--- config.mk ---
export PLATFORM = sky130hd
export DESIGN_NAME = dpss_slave_fsm
export DESIGN_NICKNAME = d
export VERILOG_FILES = /design/src/verilog/dpss_pkg.sv /design/src/verilog/dpss_accept.sv /design/src/verilog/dpss_slave_fsm.sv
export SDC_FILE = /design/constraint.sdc
export NUM_CORES = 1
export LEC_CHECK = 0
export BUFFER_PORTS_ARGS = -buffer_cell sky130_fd_sc_hd__clkbuf_2
export CAP_MARGIN = 20
export CORE_MARGIN = 2
export CORE_UTILIZATION = 40
export DETAILED_ROUTE_END_ITERATION = 10
export GPL_TIMING_DRIVEN = 0
export PLACE_DENSITY_LB_ADDON = 0.25
export RECOVER_POWER = 100
export SYNTH_ARGS = -nofsm -noshare
export SYNTH_HDL_FRONTEND = slang
export SYNTH_SLANG_ARGS = --single-unit
--- constraint.sdc ---
create_clock -name core_clk -period 3.5 [get_ports core_clk]
set_input_delay 0.7 -clock core_clk [delete_from_list [all_inputs] [get_ports core_clk]]
set_output_delay 0.7 -clock core_clk [all_outputs]
set_load 0.01 [all_outputs]
--- src/verilog/dpss_pkg.sv ---
`default_nettype none
package dpss_pkg;

    // slave progress through the telegram-acceptance states
    typedef enum logic [2:0] {
        DPSS_ST_PON  = 3'b000,
        DPSS_ST_WPRM = 3'b001,
        DPSS_ST_WCFG = 3'b010,
        DPSS_ST_CHK  = 3'b011,
        DPSS_ST_DXCH = 3'b100
    } dpss_state_e;

    typedef enum logic [3:0] {
        DPSS_TK_DATA    = 4'h0,
        DPSS_TK_RD_INP  = 4'h1,
        DPSS_TK_RD_OUTP = 4'h2,
        DPSS_TK_GLOBAL  = 4'h3,
        DPSS_TK_DIAG    = 4'h4,
        DPSS_TK_CHK_CFG = 4'h5,
        DPSS_TK_SET_PRM = 4'h6,
        DPSS_TK_GET_CFG = 4'h7,
        DPSS_TK_SET_ADR = 4'h8
    } dpss_kind_e;

    typedef enum logic [1:0] {
        DPSS_CR_CORRECT   = 2'h0,
        DPSS_CR_INCORRECT = 2'h1,
        DPSS_CR_ADAPTABLE = 2'h2
    } dpss_chk_e;

    // one decoded telegram from the link layer, valid for one cycle
    typedef struct packed {
        logic valid;
        dpss_kind_e kind;
        logic class2;
        logic [6:0] new_addr;
        logic [7:0] in_bytes;
        logic [7:0] out_bytes;
        logic [15:0] ident;
        logic sync_cap;
        logic freeze_cap;
        logic [15:0] wd_time;
        logic [7:0] prm_len;
    } dpss_tlg_s;

    typedef struct packed {
        logic valid;
        logic accepted;
        dpss_kind_e kind;
    } dpss_rsp_s;

    typedef struct packed {
        logic valid;
        logic [7:0] in_bytes;
        logic [7:0] out_bytes;
    } dpss_cfg_s;

    // standard part of a parameter telegram, in bytes
    localparam logic [7:0] DPSS_PRM_MIN_LEN = 8'h07;
    // arbitrary ident value, overridden per product
    localparam logic [15:0] DPSS_IDENT_DEF = 16'h5A5A;
    localparam int DPSS_CLK_PERIOD_NS = 5;
    localparam int DPSS_RUNUP_TIME_NS = 10000;
    localparam logic [10:0] DPSS_RUNUP_CYC = 11'((DPSS_RUNUP_TIME_NS
        + DPSS_CLK_PERIOD_NS - 1) / DPSS_CLK_PERIOD_NS);
    localparam logic [10:0] DPSS_CNT_RST = 11'h000;
    localparam logic [6:0] DPSS_ADDR_RST = 7'h7E;
    localparam logic [7:0] DPSS_BYTES_RST = 8'h00;

endpackage : dpss_pkg
`default_nettype wire

--- src/verilog/dpss_accept.sv ---
`timescale 1ns/1ps
`default_nettype none
module dpss_accept (
    input wire dpss_pkg::dpss_state_e state,
    input wire dpss_pkg::dpss_kind_e kind,
    input wire logic class2,
    output logic allow
);
    import dpss_pkg::*;

    wire logic in_pon = (state == DPSS_ST_PON);
    wire logic in_wprm = (state == DPSS_ST_WPRM);
    wire logic in_wcfg = (state == DPSS_ST_WCFG);
    wire logic in_dxch = (state == DPSS_ST_DXCH);
    wire logic k_getcfg = (kind == DPSS_TK_GET_CFG);
    wire logic k_setadr = (kind == DPSS_TK_SET_ADR);
    wire logic k_prm = (kind == DPSS_TK_SET_PRM);
    wire logic k_chk = (kind == DPSS_TK_CHK_CFG);
    wire logic k_cyclic = (kind == DPSS_TK_DATA) || (kind == DPSS_TK_RD_INP)
        || (kind == DPSS_TK_RD_OUTP) || (kind == DPSS_TK_GLOBAL)
        || (kind == DPSS_TK_DIAG);

    wire logic a_adr = k_setadr && class2 && in_pon;
    wire logic a_prm = k_prm && (in_wprm || in_wcfg || in_dxch);
    wire logic a_chk = k_chk && (in_wcfg || in_dxch);
    wire logic a_cyc = k_cyclic && in_dxch;

    // config query works in every state, including mid-check
    assign allow = k_getcfg || a_adr || a_prm || a_chk || a_cyc;

endmodule : dpss_accept
`default_nettype wire

--- src/verilog/dpss_slave_fsm.sv ---
// Notes on behaviour
// - set-address from class 2 master taken only in power-on state
// - station address written to non-volatile store, reloaded after reset
// - after run-up the slave enters wait-parameter state
// - wait-parameter takes only parameter and config query; no data
// - parameter telegram must carry standard fields; user bytes optional
// - configuration gives input and output byte counts used for exchange
// - received configuration handed to application; correct/incorrect/adapt
// - config query answered in every state
// - data exchange only after parameters and configuration accepted
// - data exchange state accepts cyclic, diag, global, check, prm, query
`timescale 1ns/1ps
`default_nettype none
module dpss_slave_fsm #(
    parameter logic [15:0] IDENT = dpss_pkg::DPSS_IDENT_DEF
) (
    input wire logic core_clk,
    input wire logic rst_b,
    input wire dpss_pkg::dpss_tlg_s tlg,
    input wire logic [6:0] nv_addr_in,
    input wire logic chk_done,
    input wire dpss_pkg::dpss_chk_e chk_result,
    output dpss_pkg::dpss_state_e state,
    output logic [6:0] station_addr,
    output logic nv_wr,
    output dpss_pkg::dpss_rsp_s rsp,
    output dpss_pkg::dpss_cfg_s cfg_reply,
    output logic chk_req,
    output logic [7:0] chk_in_bytes,
    output logic [7:0] chk_out_bytes,
    output logic dx_go,
    output logic [7:0] dx_in_bytes,
    output logic [7:0] dx_out_bytes,
    output logic [15:0] wd_time,
    output logic sync_cap,
    output logic freeze_cap,
    output logic [7:0] user_prm_len
);
    import dpss_pkg::*;

    dpss_state_e state_reg, state_next;
    logic [10:0] cnt_reg;
    logic load_reg;
    logic [6:0] addr_reg;
    logic nv_wr_reg;
    dpss_rsp_s rsp_reg;
    dpss_cfg_s cfg_rd_reg;
    logic [7:0] in_reg, out_reg;
    logic [7:0] pend_in_reg, pend_out_reg;
    logic chk_req_reg, dx_go_reg;
    logic [15:0] wd_reg;
    logic sync_reg, freeze_reg;
    logic [7:0] ulen_reg;
    logic allow;

    dpss_accept u_accept (
        .state(state_reg),
        .kind(tlg.kind),
        .class2(tlg.class2),
        .allow(allow)
    );

    wire logic k_prm = (tlg.kind == DPSS_TK_SET_PRM);
    wire logic k_chk = (tlg.kind == DPSS_TK_CHK_CFG);
    wire logic k_adr = (tlg.kind == DPSS_TK_SET_ADR);
    wire logic k_get = (tlg.kind == DPSS_TK_GET_CFG);
    wire logic k_data = (tlg.kind == DPSS_TK_DATA);
    wire logic in_dxch = (state_reg == DPSS_ST_DXCH);
    wire logic in_chk = (state_reg == DPSS_ST_CHK);
    // short or foreign parameter sets are refused outright
    wire logic prm_ok = (tlg.prm_len >= DPSS_PRM_MIN_LEN)
        && (tlg.ident == IDENT);
    wire logic cfg_match = (tlg.in_bytes == in_reg)
        && (tlg.out_bytes == out_reg);
    wire logic take = tlg.valid && allow
        && (!k_prm || prm_ok)
        && (!k_chk || !in_dxch || cfg_match);
    wire logic prm_take = take && k_prm;
    wire logic chk_take = take && k_chk && !in_dxch;
    wire logic adr_take = take && k_adr;
    wire logic dx_take = take && k_data && in_dxch;
    wire logic runup_done = (cnt_reg == DPSS_RUNUP_CYC);
    wire logic chk_bad = in_chk && chk_done
        && (chk_result == DPSS_CR_INCORRECT);
    wire logic chk_good = in_chk && chk_done && !chk_bad;
    // refused prm or mismatching check drops a running exchange
    wire logic dx_drop = in_dxch && tlg.valid
        && ((k_prm && !prm_ok) || (k_chk && !cfg_match));

    always_comb begin
        state_next = state_reg;
        unique case (state_reg)
            DPSS_ST_PON: begin
                if (runup_done) begin
                    state_next = DPSS_ST_WPRM;
                end
            end
            DPSS_ST_WPRM: begin
                if (prm_take) begin
                    state_next = DPSS_ST_WCFG;
                end
            end
            DPSS_ST_WCFG: begin
                if (chk_take) begin
                    state_next = DPSS_ST_CHK;
                end else if (tlg.valid && k_prm && !prm_ok) begin
                    state_next = DPSS_ST_WPRM;
                end
            end
            DPSS_ST_CHK: begin
                if (chk_bad) begin
                    state_next = DPSS_ST_WPRM;
                end else if (chk_good) begin
                    state_next = DPSS_ST_DXCH;
                end
            end
            DPSS_ST_DXCH: begin
                if (dx_drop) begin
                    state_next = DPSS_ST_WPRM;
                end
            end
            default: begin
                state_next = DPSS_ST_WPRM;
            end
        endcase
    end

    always_ff @(posedge core_clk) begin
        if (!rst_b) begin
            state_reg <= DPSS_ST_PON;
            cnt_reg <= DPSS_CNT_RST;
        end else begin
            state_reg <= state_next;
            if (!runup_done) begin
                cnt_reg <= cnt_reg + 11'h001;
            end
        end
    end

    // nv value is caught one edge after release, never under reset
    always_ff @(posedge core_clk) begin
        if (!rst_b) begin
            load_reg <= 1'b1;
            addr_reg <= DPSS_ADDR_RST;
            nv_wr_reg <= 1'b0;
        end else begin
            load_reg <= 1'b0;
            nv_wr_reg <= adr_take;
            if (adr_take) begin
                addr_reg <= tlg.new_addr;
            end else if (load_reg) begin
                addr_reg <= nv_addr_in;
            end
        end
    end

    always_ff @(posedge core_clk) begin
        if (!rst_b) begin
            rsp_reg <= '0;
            cfg_rd_reg <= '0;
        end else begin
            rsp_reg <= '{valid: tlg.valid, accepted: take, kind: tlg.kind};
            cfg_rd_reg.valid <= tlg.valid && k_get;
            cfg_rd_reg.in_bytes <= in_reg;
            cfg_rd_reg.out_bytes <= out_reg;
        end
    end

    // counts held pending until the application approves them
    always_ff @(posedge core_clk) begin
        if (!rst_b) begin
            in_reg <= DPSS_BYTES_RST;
            out_reg <= DPSS_BYTES_RST;
            pend_in_reg <= DPSS_BYTES_RST;
            pend_out_reg <= DPSS_BYTES_RST;
            chk_req_reg <= 1'b0;
        end else begin
            chk_req_reg <= chk_take;
            if (chk_take) begin
                pend_in_reg <= tlg.in_bytes;
                pend_out_reg <= tlg.out_bytes;
            end
            if (chk_good) begin
                in_reg <= pend_in_reg;
                out_reg <= pend_out_reg;
            end
        end
    end

    always_ff @(posedge core_clk) begin
        if (!rst_b) begin
            dx_go_reg <= 1'b0;
            wd_reg <= 16'h0000;
            sync_reg <= 1'b0;
            freeze_reg <= 1'b0;
            ulen_reg <= 8'h00;
        end else begin
            dx_go_reg <= dx_take;
            if (prm_take) begin
                wd_reg <= tlg.wd_time;
                sync_reg <= tlg.sync_cap;
                freeze_reg <= tlg.freeze_cap;
                ulen_reg <= tlg.prm_len - DPSS_PRM_MIN_LEN;
            end
        end
    end

    assign state = state_reg;
    assign station_addr = addr_reg;
    assign nv_wr = nv_wr_reg;
    assign rsp = rsp_reg;
    assign cfg_reply = cfg_rd_reg;
    assign chk_req = chk_req_reg;
    assign chk_in_bytes = pend_in_reg;
    assign chk_out_bytes = pend_out_reg;
    assign dx_go = dx_go_reg;
    assign dx_in_bytes = in_reg;
    assign dx_out_bytes = out_reg;
    assign wd_time = wd_reg;
    assign sync_cap = sync_reg;
    assign freeze_cap = freeze_reg;
    assign user_prm_len = ulen_reg;
endmodule : dpss_slave_fsm
`default_nettype wire

-- Word level (Yosys, flattened, before mapping)
Cells that the tools add are included.
- output and inout port bits: 94
- register bits after elaboration: 106
- word-level logic and storage cells: 108
- input port bits: 83
- equality and inequality tests: 22
- add/subtract/negate cells: 2
- muxes and demuxes: 11
- reductions and logical operators: 51
- order comparisons: 1
- operators with widths (kind ; number):
    $logic_and 1x1->1 ; 26
    $mux 3 ; 7
    $eq 16x15->1 const B ; 1
    $eq 4x3->1 const B ; 4
    $eq 8x8->1 ; 2
    $logic_or 1x1->1 ; 15
    $pmux 3 s5 ; 1
    $mux 7 ; 2
    $add 11x1->11 const B ; 1
    $eq 11x11->1 const B ; 1
    $eq 4x2->1 const B ; 2
    $ge 8x3->1 const B ; 1
    $sub 8x3->8 const B ; 1
    $eq 3x2->1 const B ; 2
    $logic_not 1->1 ; 6
    $reduce_and 5->1 ; 1
    $eq 4x1->1 const B ; 1
    $eq 4x4->1 const B ; 1
    $logic_not 4->1 ; 1
    $ne 2x2->1 const B ; 2
    $eq 3x1->1 const B ; 1
    $eq 3x3->1 const B ; 1
    $logic_not 3->1 ; 1
    $ne 3x1->1 const B ; 1
    5 further kinds ; 5

-- Longest topological paths before layout
Gate-level depths: netlist of run 1.
- depth in word-level cells: 14
- mapped depth: 9
- depth with buffers taken out: 7

-- By module
Synthesis of run 1 repeated with hierarchy kept, for this count alone.
- cell total of the unflattened synthesis: 458
- area, all modules: 4286.6 µm²
- modules (own cells, without submodules) (module ; instances ; area each (µm²) ; seq. area each (µm²) ; cells each):
    dpss_slave_fsm ; 1 ; 4201.5 ; 2122.0 ; 443
    dpss_accept ; 1 ; 85.1 ; 0.0 ; 15

-- Worst setup path after synthesis of run 1
No wires, ideal clock.
- kind: input to register
- from: input port tlg[0] (netlist bit)
- to: register wd_reg[0], in the netlist wd_time[0]
- arrival time: 2.482 ns
- path buffers: 2
- stages on the path: 9
- setup slack: 0.890 ns
- required time: 3.372 ns
- cells stage by stage: ha_1 > a2111oi_1 > nand2_1 > and4b_1 > o21ai_1 > buf_2 > buf_6 > mux2i_1 > nor2_1
- cells in the longest elaborated chain, start to end: 6
- RTL lines (item ; line ; RTL):
    start, declared ; dpss_slave_fsm.sv:19 ; input wire dpss_pkg::dpss_tlg_s tlg,
    $ge 8x3->1 ; dpss_slave_fsm.sv:71 ; wire logic prm_ok = (tlg.prm_len >= DPSS_PRM_MIN_LEN)
    $logic_and 1x1->1 ; dpss_slave_fsm.sv:72 ; && (tlg.ident == IDENT);
    $logic_or 1x1->1 ; dpss_slave_fsm.sv:76 ; && (!k_prm || prm_ok)
    $logic_and 1x1->1 ; dpss_slave_fsm.sv:76 ;
    $logic_and 1x1->1 ; dpss_slave_fsm.sv:77 ; && (!k_chk || !in_dxch || cfg_match);
    $logic_and 1x1->1 ; dpss_slave_fsm.sv:78 ; wire logic prm_take = take && k_prm;
    end signal, assigned ; dpss_slave_fsm.sv:200 ; wd_reg <= tlg.wd_time;
    end, declared ; dpss_slave_fsm.sv:51 ; logic [15:0] wd_reg;
Every way passes these cells.
A chain may end at the register's enable or synchronous reset.

-- Worst setup path in the final report of run 1
- from: input port tlg[0] (netlist bit)
- to: register wd_reg[12], in the netlist wd_time[12]
The elaborated chain is that of the path after synthesis.

==> results.py, run 1 <==
metrics = {
    "yosys": {
        "syn_inst": 453,
        "synth_seq_cells": 106,
        "avgSynthCellArea_um2": 9.61,
        "yosysWarnings": 0,
        "ys_top_cells_by_area": "dfxtp_1 49%, mux2i_1 11%, nor2_1 5.5%, xor2_1 5.4%, nand2_1 4.5%",
        "synth_top_cells_by_count": "106 x dfxtp_1, 64 x nor2_1, 52 x nand2_1, 49 x mux2i_1, 27 x xor2_1",
        "synth_nets": 539,
        "synth-edff-count": 0,
        "ys.flop_type": "dfxtp_1",
        "synth.top_cell.area_share_pct": 48.7,
        "synth_seq_area_share_pct": 48.7,
        "async_flop_share_pct": 0,
        "yosysMostFrequentCell": "dfxtp_1",
        "syn-cell-area_um2": 4350,
        "yosysTopAreaCell": "dfxtp_1",
        "yosysUniqueCellTypes": 50,
    },
    "setup_path": {
        "crit_path_end_kind": "flip-flop",
        "arrival_ns": 3.23,
        "crit_required_ns": 3.73,
        "crit_path_start_kind": "primary input",
        "rr_startpoint": "state[0]",
        "crit_start": "tlg[0]",
        "worstPathMaxFanout": 10,
        "critical_path_class": "primary input to flip-flop",
    },
    "cells_and_area": {
        "area_growth_pct": 24.9,
        "largest_reg_flops": 17,
        "multi_input_area_um2": 2050,
        "diodes": 0,
        "fill_cells": 1101,
        "final_nets": 726,
        "seq_area_um2": 2120,
        "drive_above_1_share_pct": 17.4,
    },
    "worst_hold_path": {
        "min_path_type": "flip-flop to flip-flop",
        "hp-start": "chk_in_bytes[7]",
    },
    "global_routing": {
        "antenna_found_initial": 0,
        "grt_pass1_wl_mm": 17.0,
        "grt_pass1_vias": 3599,
        "grtUsageTotal_pct": 18.5,
        "grt_overflow": 0,
        "grt_max_degree": 19,
    },
    "floorplanning": {
        "die_x_um": 108,
        "coreArea_um2": 10700,
        "num_rows": 38,
        "pin_count": 177,
        "die_area_um2": 11700,
        "start_util_pct": 40.5,
        "fp.dieH_um": 108,
    },
    "timing": {
        "fin_crit_sh_pct": 85.7,
        "relSlewSlack_pct": 46.8,
        "whs_ns": 0.458,
        "setup_viol": 0,
        "slew_viol_final": 0,
        "rsz0062_at_grt": "false",
        "hold_viol_final": 0,
        "tightest_slew_ns": 0.778,
        "fin_skew_ns": 0.0245,
        "fmaxAchievable_ghz": 0.334,
        "finalSetupTns_ns": 0,
        "period_minus_slack_ns": 3.00,
    },
    "detailed_routing": {
        "routedWlPerCell_um": 14.0,
        "post-route-drc-count": 0,
        "routed_wl_mm": 11.0,
        "via_count": 3796,
        "via_per_inst": 4.84,
        "drtAntennaViolNets": 0,
        "firstDrtPassIters": 4,
        "drt_iter0_drc": 137,
    },
    "pwr": {
        "switchingPower_w": 0.000513,
        "combinationalPowerShare_pct": 7.5,
        "power.share.sequential_pct": 59.3,
        "power_w": 0.00207,
        "total_leakage_power_nw": 2.33,
        "sw_frac_of_total_pct": 24.8,
        "p_clk_share_pct": 33.2,
        "peakVddDrop_mv": 0.229,
        "pwr_density_cell_nw_per_um2": 380,
        "internal-power_w": 0.00155,
    },
    "outcome": {
        "status": "complete, no violations",
    },
    "placed_design": {
        "hpwlAfterDp_mm": 8.45,
        "gp_congestion": 0.824,
        "io_buffer_count": 176,
    },
    "clocking": {
        "cts_resized": 0,
        "clock_path_buffers": 2,
        "cts_buffers": 9,
        "clk-insertion-delay-late_ns": 0.37,
        "path_clk_slew_ns": 0.11,
        "postCtsHoldBufs": 0,
        "cts_tree": "done",
        "postCtsSetupBuffers": 0,
        "cts-root-buf": "clkbuf_8",
        "htreeDepth": 3,
        "cts.sinks": 106,
    },
    "job": {
        "cap_violations": 0,
    },
}
-- area by class of cell --
cell class	count	area share, %
plain buffers	22	2.16
clock buffers	9	2.28
clock inverters	6	0.920
inverters	11	0.759
multi-input cells	314	37.7
flip-flops and latches	106	39.0
well taps	140	3.22
repair buffers	176	14.0
-- placed cells by master (no fill, tap or decap), drive strengths merged, types with 2 or more instances in the layout --
cell type,instances
dfxtp,106
nand4,3
inv,13
nor3,4
nor4bb,4
a211oi,5
clkbuf,200
nand2b,2
or4b,3
clkinv,3
buf,7
and2,18
mux2,6
nand2,52
nor4,4
a21oi,22
xor2,27
o211ai,2
and4,2
ha,3
o21ai,5
mux2i,49
nand3,8
xnor2,6
nor2,64
and3,4
or2,3
nand3b,2
-- worst max-delay path, stage by stage --
cell and delay, ns:
clkbuf_1 0.11, ha_1 0.24, a2111oi_0 0.74, nand2_1 0.26
and4b_1 0.30, o21ai_1 0.10, buf_2 0.29, buf_6 0.21
mux2i_1 0.22, nor2_1 0.06
-- power by group through the flow --
stage	Sequential, W	Clock (W)	Combinational, W
after floorplan	0.00126	0	0.0000708
after global placement	0.00125	0	0.000157
after detailed placement	0.00125	0	0.000160
after CTS	0.00123	0.000713	0.000161
after global routing	0.00123	0.000758	0.000174
final	0.00123	0.000686	0.000155
-- kinds of logic after synthesis --
group	after synthesis	share of synthesized area, %
XOR/XNOR	33	6.64
buffers and inverters	33	3.99
AND/OR/NAND/NOR	179	19.9
multiplexers	55	12.8
flip-flops	106	48.7
adder cells (fa/ha/maj)	3	0.862
AO/OA/AOI/OAI	44	7.01
-- path summary, 6_finish.rpt --
check               endpoint  slack (ns)  cells past startpoint
max reg2reg  chk_in_bytes[6]        0.55                      9
min reg2reg   dx_in_bytes[7]        0.46                      2
min           dx_in_bytes[7]        0.46                      2
max              wd_time[12]        0.50                     10
-- metrics by stage --
step	util, %	area [µm²]	setup slack (ns)	cells
6_report	50.6	5440	0.502	784
5_1_grt	50.6	5440	0.235	784
4_1_cts	52.0	5580	0.629	784
3_5_place_dp	50.3	5410	0.257	769
3_3_place_gp	50.3	5410	0.347	769
2_1_floorplan	-	4350	0.890	453
-- layer usage --
layer / GRT usage, % / part of all wire [%] / vias to the layer above
li1: - / - / 1905
met2: 32.7 / 48 / 138
met1: 22.2 / 43 / 1740
met5: 0 / 0 / -
met4: 5.22 / 1.2 / 0
met3: 4.76 / 7.3 / 13
Power figures use the tool's default switching activity.
==> run 2: changes to the inputs <==
Settings changed: CTS_BUF_LIST from default to sky130_fd_sc_hd__clkbuf_4 sky130_fd_sc_hd__clkbuf_8, CTS_CLUSTER_SIZE from default to 24, RECOVER_POWER 100 to default.
==> run 2 against run 1 <==
  * Wire length barely moved
  * Worst setup slack improved by 0.15 ns
  * Global-route usage did not move
  * Register-to-register slack improved by 0.56 ns
  * Total power rose by 0.37%
  * Sequential share of layout area fell by 1.0 points
  * Cell count did not move
  * Largest cell class unchanged
==> results.py, run 2 (synthesis gave the netlist of run 1 again) <==
metrics = {
    "cells_and_area": {
        "layout_common_cells": "176 x clkbuf_2, 106 x dfxtp_1, 64 x nor2_1",
        "final_cell_count_no_fill": 784,
        "diodes": 0,
        "largest_reg_flops": 17,
        "final_nets": 726,
        "drive_above_1_share_pct": 33.1,
        "area_growth_pct": 28.2,
        "final_common_cell": "clkbuf_2",
    },
    "setup_path": {
        "arrival_ns": 3.09,
        "crit_path_end_kind": "flip-flop",
        "crit_path_start_kind": "primary input",
        "critical_path_class": "primary input to flip-flop",
        "worstPathMaxFanout": 10,
        "crit_required_ns": 3.74,
    },
    "clocking": {
        "cts_buffers": 9,
        "cts_tree": "done",
        "postCtsHoldBufs": 0,
        "cts_resized": 0,
        "htreeDepth": 3,
        "path_clk_slew_ns": 0.12,
        "clk-insertion-delay-late_ns": 0.38,
        "cts.sinks": 106,
        "postCtsSetupBuffers": 0,
        "cts-root-buf": "clkbuf_8",
        "clock_path_buffers": 2,
    },
    "timing": {
        "slew_viol_final": 0,
        "period_minus_slack_ns": 2.85,
        "fin_skew_ns": 0.0263,
        "fin_crit_sh_pct": 81.5,
        "finalSetupTns_ns": 0,
        "setup_viol": 0,
        "fmaxAchievable_ghz": 0.351,
        "whs_ns": 0.456,
        "tightest_slew_ns": 0.630,
        "hold_viol_final": 0,
        "rsz0062_at_grt": "false",
        "relSlewSlack_pct": 58.0,
    },
    "pwr": {
        "p_clk_share_pct": 33.2,
        "combinationalPowerShare_pct": 7.7,
        "pwr_density_cell_nw_per_um2": 371,
        "switchingPower_w": 0.000517,
        "sw_frac_of_total_pct": 24.9,
        "total_leakage_power_nw": 2.67,
        "internal-power_w": 0.00156,
        "power.share.sequential_pct": 59.1,
        "peakVddDrop_mv": 0.228,
    },
    "job": {
        "cap_violations": 0,
    },
    "floorplanning": {
        "fp.dieH_um": 108,
        "pin_count": 177,
        "coreArea_um2": 10700,
        "start_util_pct": 40.5,
        "num_rows": 38,
        "die_area_um2": 11700,
        "die_x_um": 108,
    },
    "detailed_routing": {
        "via_per_inst": 4.84,
        "drt_iter0_drc": 124,
        "via_count": 3794,
        "routed_wl_mm": 11.0,
        "post-route-drc-count": 0,
        "routedWlPerCell_um": 14.0,
        "firstDrtPassIters": 4,
        "drtAntennaViolNets": 0,
    },
    "placed_design": {
        "placed_cells": 769,
        "hpwlAfterDp_mm": 8.45,
        "gp_congestion": 0.824,
        "io_buffer_count": 176,
    },
    "global_routing": {
        "grt_max_degree": 19,
        "grt_pass1_vias": 3599,
        "grtUsageTotal_pct": 18.5,
        "grt_overflow": 0,
        "grt_pass1_wl_mm": 17.0,
        "antenna_found_initial": 0,
    },
    "outcome": {
        "status": "complete, no violations",
    },
    "worst_hold_path": {
        "min_path_type": "flip-flop to flip-flop",
    },
}
[run 2: layout make-up]
cell class                 count  area (µm²)
tap                          140         175
timing repair buffer         176         881
sequential                   106        2120
fill                        1050        5160
clock inverter                 6        50.0
clock buffer                   9         124
buffer                        22         133
inverter                      11        41.3
multi-input combinational    314        2060
[run 2: stage by stage]
step / utilization [%] / instance area (µm²) / power, W / setup slack [ns]
floorplan: - / 4350 / 0.00133 / 0.890
global placement: 50.3 / 5410 / 0.00141 / 0.347
detailed placement: 50.3 / 5410 / 0.00141 / 0.257
CTS: 52.0 / 5580 / 0.00210 / 0.629
global route: 52.0 / 5580 / 0.00216 / 0.433
finish: 52.0 / 5580 / 0.00207 / 0.648
[run 2: path summary, 6_finish.rpt]
check	start	end	slack, ns	cells past startpoint
max	tlg[0]	wd_time[12]	0.65	10
max reg2reg	state[0]	chk_in_bytes[6]	1.11	9
min reg2reg	chk_in_bytes[7]	dx_in_bytes[7]	0.46	2
min	chk_in_bytes[7]	dx_in_bytes[7]	0.46	2
[run 2: power by group through the flow]
| stage | sequential, W | combinational (W) | clock (W) |
|---|---|---|---|
| 2_1_floorplan | 0.00126 | 0.0000708 | 0 |
| 3_3_place_gp | 0.00125 | 0.000157 | 0 |
| 3_5_place_dp | 0.00125 | 0.000160 | 0 |
| 4_1_cts | 0.00123 | 0.000161 | 0.000713 |
| 5_1_grt | 0.00123 | 0.000178 | 0.000758 |
| 6_report | 0.00123 | 0.000159 | 0.000689 |
[run 2: routing by layer]
| layer | vias to the layer above | wire [µm] | global-route usage [%] |
|---|---|---|---|
| li1 | 1898 | - | - |
| met1 | 1740 | 4730 | 22.2 |
| met2 | 144 | 5250 | 32.7 |
| met3 | 12 | 878 | 4.76 |
| met4 | 0 | 126 | 5.22 |
| met5 | - | 0 | 0 |
[run 2: worst max-delay path: stages]
cell,delay [ns]
clkbuf_2,0.11
ha_1,0.24
a2111oi_1,0.63
nand2_1,0.24
and4b_1,0.29
o21ai_1,0.10
buf_2,0.29
buf_6,0.21
mux2i_1,0.22
nor2_1,0.06
